$ cat src/design/lcdmux_defines.svh
/*
  register offsets, field positions and timing counts of the segment lcd
  multiplexing controller.
  assumes: included by bare name from design files only.
*/
`ifndef LCDMUX_DEFINES_SVH
`define LCDMUX_DEFINES_SVH

// register indices; the axi4-lite byte address is four times the index
`define LCDMUX_MODE_OFFS      8'hDC
`define LCDMUX_RAM_FIRST      8'hE0
`define LCDMUX_RAM_LAST       8'hF7
`define LCDMUX_STAT_OFFS      8'hD8
`define LCDMUX_PLATE_BYTES    6
`define LCDMUX_RAM_BYTES      24
// fields of lcd_mode_control
`define LCDMUX_MUX_HI         7
`define LCDMUX_MUX_LO         6
`define LCDMUX_DIV_HI         5
`define LCDMUX_DIV_LO         3
`define LCDMUX_FRM_HI         2
`define LCDMUX_FRM_LO         0
`define LCDMUX_MODE_RESET     8'h00
// slice length in reference clocks: 32768 / base rate
`define LCDMUX_REF_HZ         32768
`define LCDMUX_SEGS           48
// axi responses
`define LCDMUX_RESP_OKAY      2'b00
`define LCDMUX_RESP_SLVERR    2'b10

`endif

$ cat src/design/lcdmux_pkg.sv
/*
  types shared by the lcd multiplexing controller.
  assumes: nothing beyond a systemverilog compiler.
*/
package lcdmux_pkg;
  typedef enum logic [1:0] {
    LCDMUX_MUX_QUAD,
    LCDMUX_MUX_ONE,
    LCDMUX_MUX_TWO,
    LCDMUX_MUX_THREE
  } lcdmux_mux_t;
endpackage

$ cat src/design/lcdmux_ctrl.sv
/*
  segment lcd multiplexing controller: mode register and 24-byte display
  ram on axi4-lite, common plate scan and digital drive levels.
  assumes: stop_req and clk_fail come from other clock logic on mclk;
  aux_ref is an asynchronous square wave near 32 khz.
*/
`timescale 1ns/100ps
`default_nettype none
`include "lcdmux_defines.svh"

module lcdmux_ctrl (
  input  wire logic        mclk,
  input  wire logic        resetn,
  input  wire logic        aux_ref,
  input  wire logic        stop_req,
  input  wire logic        clk_fail,
  input  wire logic [9:0]  s_axi_awaddr,
  input  wire logic        s_axi_awvalid,
  output logic             s_axi_awready,
  input  wire logic [31:0] s_axi_wdata,
  input  wire logic [3:0]  s_axi_wstrb,
  input  wire logic        s_axi_wvalid,
  output logic             s_axi_wready,
  output logic [1:0]       s_axi_bresp,
  output logic             s_axi_bvalid,
  input  wire logic        s_axi_bready,
  input  wire logic [9:0]  s_axi_araddr,
  input  wire logic        s_axi_arvalid,
  output logic             s_axi_arready,
  output logic [31:0]      s_axi_rdata,
  output logic [1:0]       s_axi_rresp,
  output logic             s_axi_rvalid,
  input  wire logic        s_axi_rready,
  output logic [3:0]       common_plate,
  output logic [3:0]       common_plate_oe,
  output logic [47:4]      segment,
  output logic             bias_enable,
  output logic             bias_third_en
);
  // mode register and display ram
  logic [7:0]  mode_ff;
  logic [7:0]  ram_ff [`LCDMUX_RAM_BYTES];
  // write channel capture
  logic        aw_held_ff;
  logic [7:0]  aw_addr_ff;
  logic        w_held_ff;
  logic [7:0]  w_data_ff;
  logic        w_strb_ff;
  // scanning state
  logic        aux_s1_ff;
  logic        aux_s2_ff;
  logic        aux_s3_ff;
  logic [9:0]  slot_cnt_ff;
  logic [1:0]  plate_ff;
  logic        phase_ff;
  logic        ref_tick;
  logic        ref_valid;
  logic        run;
  logic [9:0]  slot_len;
  logic [1:0]  last_plate;
  lcdmux_pkg::lcdmux_mux_t mux_mode;

  // ram index of a bus address, or all ones when outside the ram
  function automatic logic [4:0] ram_index(input logic [7:0] a);
    logic [7:0] d;
    d = a - `LCDMUX_RAM_FIRST;
    if (a >= `LCDMUX_RAM_FIRST && a <= `LCDMUX_RAM_LAST) begin
      ram_index = d[4:0];
    end else begin
      ram_index = 5'h1F;
    end
  endfunction

  // reference ticks per slot for a frame code; zero for reserved
  function automatic logic [9:0] slot_ticks(input logic [2:0] code);
    unique case (code)
      3'b000:  slot_ticks = 10'd512;  // 64 hz
      3'b001:  slot_ticks = 10'd384;  // 85 hz
      3'b010:  slot_ticks = 10'd256;  // 128 hz
      3'b011:  slot_ticks = 10'd192;  // 171 hz
      3'b100:  slot_ticks = 10'd128;  // 256 hz
      3'b101:  slot_ticks = 10'd96;   // 341 hz
      3'b110:  slot_ticks = 10'd64;   // 512 hz
      default: slot_ticks = 10'd0;
    endcase
  endfunction

  // mode field decode
  assign mux_mode = lcdmux_pkg::lcdmux_mux_t'(
    mode_ff[`LCDMUX_MUX_HI:`LCDMUX_MUX_LO]);
  assign slot_len = slot_ticks(mode_ff[`LCDMUX_FRM_HI:`LCDMUX_FRM_LO]);

  // last active plate index per ratio
  always_comb begin
    unique case (mux_mode)
      lcdmux_pkg::LCDMUX_MUX_QUAD:  last_plate = 2'd3;
      lcdmux_pkg::LCDMUX_MUX_ONE:   last_plate = 2'd0;
      lcdmux_pkg::LCDMUX_MUX_TWO:   last_plate = 2'd1;
      lcdmux_pkg::LCDMUX_MUX_THREE: last_plate = 2'd2;
    endcase
  end

  // driver runs only with a valid source, valid rate, no stop or failure
  assign run = ref_valid && (slot_len != 10'd0) && !stop_req && !clk_fail;

  // aux reference synchroniser and rising edge
  always_ff @(posedge mclk or negedge resetn) begin
    if (!resetn) begin
      aux_s1_ff <= 1'b0;
      aux_s2_ff <= 1'b0;
      aux_s3_ff <= 1'b0;
    end else begin
      aux_s1_ff <= aux_ref;
      aux_s2_ff <= aux_s1_ff;
      aux_s3_ff <= aux_s2_ff;
    end
  end

  lcdmux_refgen u_refgen (
    .mclk         (mclk),
    .resetn       (resetn),
    .div_sel      (mode_ff[`LCDMUX_DIV_HI:`LCDMUX_DIV_LO]),
    .aux_ref_tick (aux_s2_ff && !aux_s3_ff),
    .ref_tick     (ref_tick),
    .ref_valid    (ref_valid)
  );

  // slot timer, plate scan and ac phase; each slot lasts one base period
  // so a full scan takes plates x base period
  always_ff @(posedge mclk or negedge resetn) begin
    if (!resetn) begin
      slot_cnt_ff <= 10'd0;
      plate_ff    <= 2'd0;
      phase_ff    <= 1'b0;
    end else if (!run) begin
      slot_cnt_ff <= 10'd0;
      plate_ff    <= 2'd0;
      phase_ff    <= 1'b0;
    end else if (plate_ff > last_plate) begin
      // a ratio cut mid-scan restarts from the first plate
      slot_cnt_ff <= 10'd0;
      plate_ff    <= 2'd0;
    end else if (ref_tick) begin
      if (slot_cnt_ff >= slot_len - 10'd1) begin
        slot_cnt_ff <= 10'd0;
        if (plate_ff >= last_plate) begin
          plate_ff <= 2'd0;
          phase_ff <= !phase_ff;  // frame inversion keeps dc off the panel
        end else begin
          plate_ff <= plate_ff + 2'd1;
        end
      end else begin
        slot_cnt_ff <= slot_cnt_ff + 10'd1;
      end
    end
  end

  // segment and common drive, grounded whenever not running; reset leaves the plate drivers off
  always_ff @(posedge mclk or negedge resetn) begin
    if (!resetn) begin
      segment         <= '0;
      common_plate    <= 4'h0;
      common_plate_oe <= 4'h0;
      bias_enable     <= 1'b0;
      bias_third_en   <= 1'b0;
    end else if (!run) begin
      segment         <= '0;
      common_plate    <= 4'h0;
      common_plate_oe <= 4'hF;
      bias_enable     <= 1'b0;
      bias_third_en   <= 1'b0;
    end else begin
      for (int s = 4; s <= `LCDMUX_SEGS; s++) begin
        // byte (s-1)/8 of the plate group, bit (s-1)%8; a set
        // bit drives the segment opposite to the selected plate
        segment[s] <= ram_ff[`LCDMUX_PLATE_BYTES * plate_ff + (s - 1) / 8]
                      [(s - 1) % 8] ^ !phase_ff;
      end
      for (int p = 0; p < 4; p++) begin
        common_plate[p]    <= (2'(p) == plate_ff) ? !phase_ff : phase_ff;
        common_plate_oe[p] <= (2'(p) <= last_plate);
      end
      bias_enable   <= 1'b1;
      bias_third_en <= (mux_mode != lcdmux_pkg::LCDMUX_MUX_TWO);
    end
  end

  // axi write channels taken in either order
  always_ff @(posedge mclk or negedge resetn) begin
    if (!resetn) begin
      aw_held_ff <= 1'b0;
      aw_addr_ff <= 8'h00;
      w_held_ff  <= 1'b0;
      w_data_ff  <= 8'h00;
      w_strb_ff  <= 1'b0;
    end else begin
      if (s_axi_awvalid && s_axi_awready) begin
        aw_held_ff <= 1'b1;
        aw_addr_ff <= s_axi_awaddr[9:2];  // word index
      end else if (aw_held_ff && w_held_ff) begin
        aw_held_ff <= 1'b0;
      end
      if (s_axi_wvalid && s_axi_wready) begin
        w_held_ff <= 1'b1;
        w_data_ff <= s_axi_wdata[7:0];
        w_strb_ff <= s_axi_wstrb[0];
      end else if (aw_held_ff && w_held_ff) begin
        w_held_ff <= 1'b0;
      end
    end
  end

  // ready while nothing held and no response pending
  always_ff @(posedge mclk or negedge resetn) begin
    if (!resetn) begin
      s_axi_awready <= 1'b0;
      s_axi_wready  <= 1'b0;
    end else begin
      s_axi_awready <= !aw_held_ff && !s_axi_bvalid &&
                       !(s_axi_awvalid && s_axi_awready);
      s_axi_wready  <= !w_held_ff && !s_axi_bvalid &&
                       !(s_axi_wvalid && s_axi_wready);
    end
  end

  // mode register commit and write response
  always_ff @(posedge mclk or negedge resetn) begin
    if (!resetn) begin
      mode_ff      <= `LCDMUX_MODE_RESET;
      s_axi_bvalid <= 1'b0;
      s_axi_bresp  <= `LCDMUX_RESP_OKAY;
    end else if (aw_held_ff && w_held_ff) begin
      if (aw_addr_ff == `LCDMUX_MODE_OFFS && w_strb_ff) begin
        mode_ff <= w_data_ff;
      end
      s_axi_bvalid <= 1'b1;
      s_axi_bresp  <= (aw_addr_ff == `LCDMUX_MODE_OFFS ||
                       aw_addr_ff == `LCDMUX_STAT_OFFS ||
                       ram_index(aw_addr_ff) != 5'h1F) ?
                      `LCDMUX_RESP_OKAY : `LCDMUX_RESP_SLVERR;
    end else if (s_axi_bvalid && s_axi_bready) begin
      s_axi_bvalid <= 1'b0;
    end
  end

  // display ram has no reset; every byte is plain storage
  always_ff @(posedge mclk) begin
    if (aw_held_ff && w_held_ff && w_strb_ff &&
        ram_index(aw_addr_ff) != 5'h1F) begin
      ram_ff[ram_index(aw_addr_ff)] <= w_data_ff;
    end
  end

  // read channel: one cycle to answer, held until taken
  always_ff @(posedge mclk or negedge resetn) begin
    if (!resetn) begin
      s_axi_arready <= 1'b0;
      s_axi_rvalid  <= 1'b0;
      s_axi_rdata   <= 32'h0000_0000;
      s_axi_rresp   <= `LCDMUX_RESP_OKAY;
    end else if (s_axi_arvalid && s_axi_arready) begin
      s_axi_arready <= 1'b0;
      s_axi_rvalid  <= 1'b1;
      s_axi_rresp   <= `LCDMUX_RESP_OKAY;
      if (s_axi_araddr[9:2] == `LCDMUX_MODE_OFFS) begin
        s_axi_rdata <= {24'h00_0000, mode_ff};
      end else if (s_axi_araddr[9:2] == `LCDMUX_STAT_OFFS) begin
        s_axi_rdata <= {28'h000_0000, phase_ff, plate_ff, run};
      end else if (ram_index(s_axi_araddr[9:2]) != 5'h1F) begin
        s_axi_rdata <= {24'h00_0000,
                        ram_ff[ram_index(s_axi_araddr[9:2])]};
      end else begin
        s_axi_rdata <= 32'h0000_0000;
        s_axi_rresp <= `LCDMUX_RESP_SLVERR;
      end
    end else if (s_axi_rvalid) begin
      if (s_axi_rready) begin
        s_axi_rvalid  <= 1'b0;
        s_axi_arready <= 1'b1;
      end
    end else begin
      s_axi_arready <= 1'b1;
    end
  end
endmodule
`default_nettype wire

$ cat src/design/lcdmux_refgen.sv
/*
  reference clock generator: turns the divider code into a one-cycle
  enable at the main clock divided by 32, 64, 128 or 256, or passes the
  auxiliary reference enable.
  assumes: aux_ref_tick is already on mclk, one cycle wide.
*/
`timescale 1ns/100ps
`default_nettype none
`include "lcdmux_defines.svh"

module lcdmux_refgen (
  input  wire logic       mclk,
  input  wire logic       resetn,
  input  wire logic [2:0] div_sel,
  input  wire logic       aux_ref_tick,
  output logic            ref_tick,
  output logic            ref_valid
);
  logic [7:0] pre_ff;
  logic [7:0] limit;

  // divide factor from the code; ref_valid low marks off or reserved, limit zero also for aux
  always_comb begin
    limit     = 8'h00;
    ref_valid = 1'b1;
    unique case (div_sel)
      3'b001:  limit = 8'h00;
      3'b011:  limit = 8'h1F;
      3'b100:  limit = 8'h3F;
      3'b101:  limit = 8'h7F;
      3'b110:  limit = 8'hFF;
      default: ref_valid = 1'b0;
    endcase
  end

  // prescaler counts mclk cycles
  always_ff @(posedge mclk or negedge resetn) begin
    if (!resetn) begin
      pre_ff <= 8'h00;
    end else if (!ref_valid || div_sel == 3'b001 || pre_ff >= limit) begin
      pre_ff <= 8'h00;
    end else begin
      pre_ff <= pre_ff + 8'h01;
    end
  end

  assign ref_tick = !ref_valid ? 1'b0 :
                    (div_sel == 3'b001) ? aux_ref_tick : (pre_ff == limit);
endmodule
`default_nettype wire

$ cat config.mk
export PLATFORM = sky130hd
export DESIGN_NAME = lcdmux_ctrl
export DESIGN_NICKNAME = d
export VERILOG_FILES = /design/src/design/lcdmux_pkg.sv /design/src/design/lcdmux_ctrl.sv /design/src/design/lcdmux_refgen.sv
export VERILOG_INCLUDE_DIRS = /design/src /design/src/design
export SDC_FILE = /design/constraint.sdc
export NUM_CORES = 1
export LEC_CHECK = 0
export BUFFER_PORTS_ARGS = -buffer_cell sky130_fd_sc_hd__buf_2
export CAP_MARGIN = 15
export CELL_PAD_IN_SITES_DETAIL_PLACEMENT = 1
export CELL_PAD_IN_SITES_GLOBAL_PLACEMENT = 1
export CORE_ASPECT_RATIO = 1.25
export CORE_UTILIZATION = 50
export DETAILED_ROUTE_END_ITERATION = 10
export PLACE_DENSITY_LB_ADDON = 0.15
export SLEW_MARGIN = 20
export SYNTH_ARGS = -nofsm -noshare
export SYNTH_HDL_FRONTEND = slang
export SYNTH_SLANG_ARGS = --single-unit
$ cat constraint.sdc
create_clock -name mclk -period 3.9 [get_ports mclk]
set_input_delay 0.39 -clock mclk [delete_from_list [all_inputs] [get_ports mclk]]
set_output_delay 0.39 -clock mclk [all_outputs]
set_load 0.01 [all_outputs]
==> metrics.md <==
| Metric | Value |
|---|---|
| Type of origin of the critical path | flip-flop |
| Crit Path Max Fanout | 8 |
| WL final | 50000 um |
| Router iterations before antenna repair | 8 |
| Vias/cell | 6.492 |
| Clk_skew | 0.01263 ns |
| Starting Density | 51.06% |
| Vias in the first global route | 11629 |
| Yosys top cell by area | edfxtp_1 |
| Post-synth top area share | 34.45% |
| Share of cells above drive strength 1 | 28.32% |
| CTS H-tree lvls | 2 |
| Seq/Total Area, Yosys | 52.39% |
| Post-synth EDFFs | 192 |
| Peak VDD IR | approximately 500 uV |
| Ys flop type | edfxtp_1 |
| Ranking of synthesized cells by area | edfxtp_1, dfrtp_1, mux4_2 |
| CP cell instances | nand2_1 > xor2_1 > inv_1 > ha_1 > nand4_1 > nor3_1 > or2_2 > o21ai_1 > or3_1 > a21oi_1 |
| FFs w/ async S/R, synth | 38.46% |
| Yosys reg bits | 312 |
| Critical Path Slowest Stage Cell | dfrtp_1 |
| Post-CTS resize count | 0 |
| F_max | approximately 320 MHz |
| Die Wd | between 150 and 200 um |
| Netlist cell types | 61 |
| Synthesized area | 0.01674 sq mm |
| Ant diodes | 0 |
| Layout area overhead | 12.27% |
| Avg Cell Area, Syn | between 10 and 15 sq um |
| Core ar. | 0.03278 sq mm |
| Most common cell after layout, fill and taps aside | edfxtp_1 |
| Remaining DRCs | 22 |
| Die area | between 0.03 and 0.04 sq mm |
| Min cycle time layout | 3.123 ns |
| Worst Tran Pin Value | 1.206 ns |
| Boundary pin count | 161 |
| First-pass GRT wire length | 74890 um |
| YS warnings | 0 |
| Lkg Pwr | 7.091 nW |
| CTS root buf | clkbuf_16 |
| Crit Path Category | reg2reg |
| Initial drt markers | 1203 |
| PwrDens | ~430 mW/mm^2 |
| DR vias | 11472 |
| CTS tree | done |
| Largest net degree at the start of global routing | 98 |
| Initial antenna violation count | 2 |
| Num CTS Buffers | 36 |
| Post-synthesis instance total | ~1200 |
| Tcrit/Tclk final | between 80% and 90% |
| Reg clk slew, reported paths | 0.06 ns |
| Hpwl dp | 35710 um |
| Crit path required time | ~4.3 ns |
| CP arrival | 3.56 ns |
| Critical path capture point type | flip-flop |
| Slew Limit Fails | 0 |
| Final hold slack | -0.03973 ns |
| Setup violators final | 0 |
| Worst Hold Class | in2async |
| CP peak stage delay | 0.53 ns |
| Status | complete, but fails checks |
| Die Span Y | 206.6 um |
| Reg2Reg Setup Slack | 0.78 ns |
| Final layout net count | 1419 |
| # clock sinks | 312 |
| Setup TNS | 0 ns |
| Commonest non-fill, non-tap cells in the layout | edfxtp_1, dfrtp_1, nor2_1, mux4_2, buf_2 |
| Final Hold Fails | 26 |
| Routed length per placed instance | 28.29 um |
| Max-cap violations | 0 |
| Power, Total | approximately 0.008 W |
| Congestion Overflow GR | 0 |
| Relative slew margins | 19.58% |
| Worst-skew pair later-pin latency | between 0.5 and 0.6 ns |
| Detail Route Antenna Nets | 0 |
| Clock Tree Buf Depth | 3 |
| RSZ-0062 raised after global routing | no |
| Tot GR Track Use | 29.78% |
| RD Place Congestion | just under 0.9 |
| Failing checks | design-rule violations, negative hold slack |
| Port Buffers | 103 |
| Num rows | 74 |
-- report_power, final --
group,switching (W),internal (W)
clock,0.00136,0.00180
sequential,0.000459,0.00397
combinational,0.000313,0.000228
-- what timing repair did --
action,in CTS,in global routing
endpoints found under the hold margin,1,0
hold buffers,1,0
buffers inserted,0,0
-- worst max-delay path: cells and delay by family (launching register included) --
family | cells | cell delay (ns)
and+or+nand+nor | 5 | 1.30
DFF | 1 | 0.53
adders and majority gates | 1 | 0.31
buffers and inverters | 1 | 0.09
xor gates and xnor gates | 1 | 0.44
AOI/OAI and AO/OA | 2 | 0.35
-- final cells by class --
type	instances	area [sq um]
Inverter	21	78.83
Tap cell	418	523.0
Clock buffer	43	948.4
Multi-Input combinational cell	804	7456
Timing Repair Buffer	149	882.1
Fill cell	3208	13990
Sequential cell	312	8773
Clock inverter	20	127.6
-- final timing paths --
path | startpoint | endpoint | cells after the start
hold reg to reg | aux_s1_ff | aux_s2_ff | 0
setup reg to reg | mode_ff[3] | phase_ff | 10
setup / recovery | mode_ff[3] | phase_ff | 10
hold / removal | resetn | s_axi_rdata[4] | 1
min in group mclk | s_axi_bready | s_axi_bvalid | 2
max in group asynchronous | resetn | aw_addr_ff[1] | 2
-- sequential cells by signal, summed over array words and instances (netlist names), 2 cells and up --
register / cells
ram_ff: 192
segment: 44
slot_cnt_ff: 10
aw_addr_ff: 8
mode_ff: 8
s_axi_rdata: 8
u_refgen.pre_ff: 8
w_data_ff: 8
common_plate: 4
common_plate_oe: 4
plate_ff: 2
-- cells by family after synthesis --
logic type	Yosys count	synth area share, %
AO/OA/AOI/OAI	192	7.880
XOR/XNOR	64	3.349
adder cells (fa/ha/maj)	29	2.168
buffers and inverters	126	3.761
flip-flops	312	52.39
multiplexers	235	23.32
other	2	0.04487
AND/OR/NAND/NOR	257	7.087
-- cell usage after synthesis, drive strengths merged (12+ instances only) --
cell type / count
dfrtp: 120
nand2: 52
xor2: 38
mux4: 116
a211oi: 19
and3: 12
ha: 29
buf: 65
a221oi: 12
nor2: 114
edfxtp: 192
mux2i: 55
o21ai: 52
a21oi: 31
inv: 21
xnor2: 26
clkbuf: 40
nand3: 25
mux2: 64
o211ai: 12
-- per-stage QoR --
step	worst slack, ns	util, %	area, sq um	instances
detailed placement	0.7833	54.01	17700	1703
CTS	0.7787	57.33	18790	1767
global route	0.6046	57.33	18790	1767
floorplan	0.3633	-	16830	1242
global placement	0.8413	54.01	17700	1703
finish	0.7772	57.33	18790	1767
-- layer usage --
metal / vias to the layer above / GRT usage (%) / wire length, um
li1: 4857 / - / -
met1: 5915 / 38.74 / 19530
met2: 581 / 49.86 / 24600
met3: 117 / 5.910 / 4089
met4: 2 / 11.32 / 1764
met5: - / 0 / 12
Note: power is estimated with default switching activity, not from simulation.
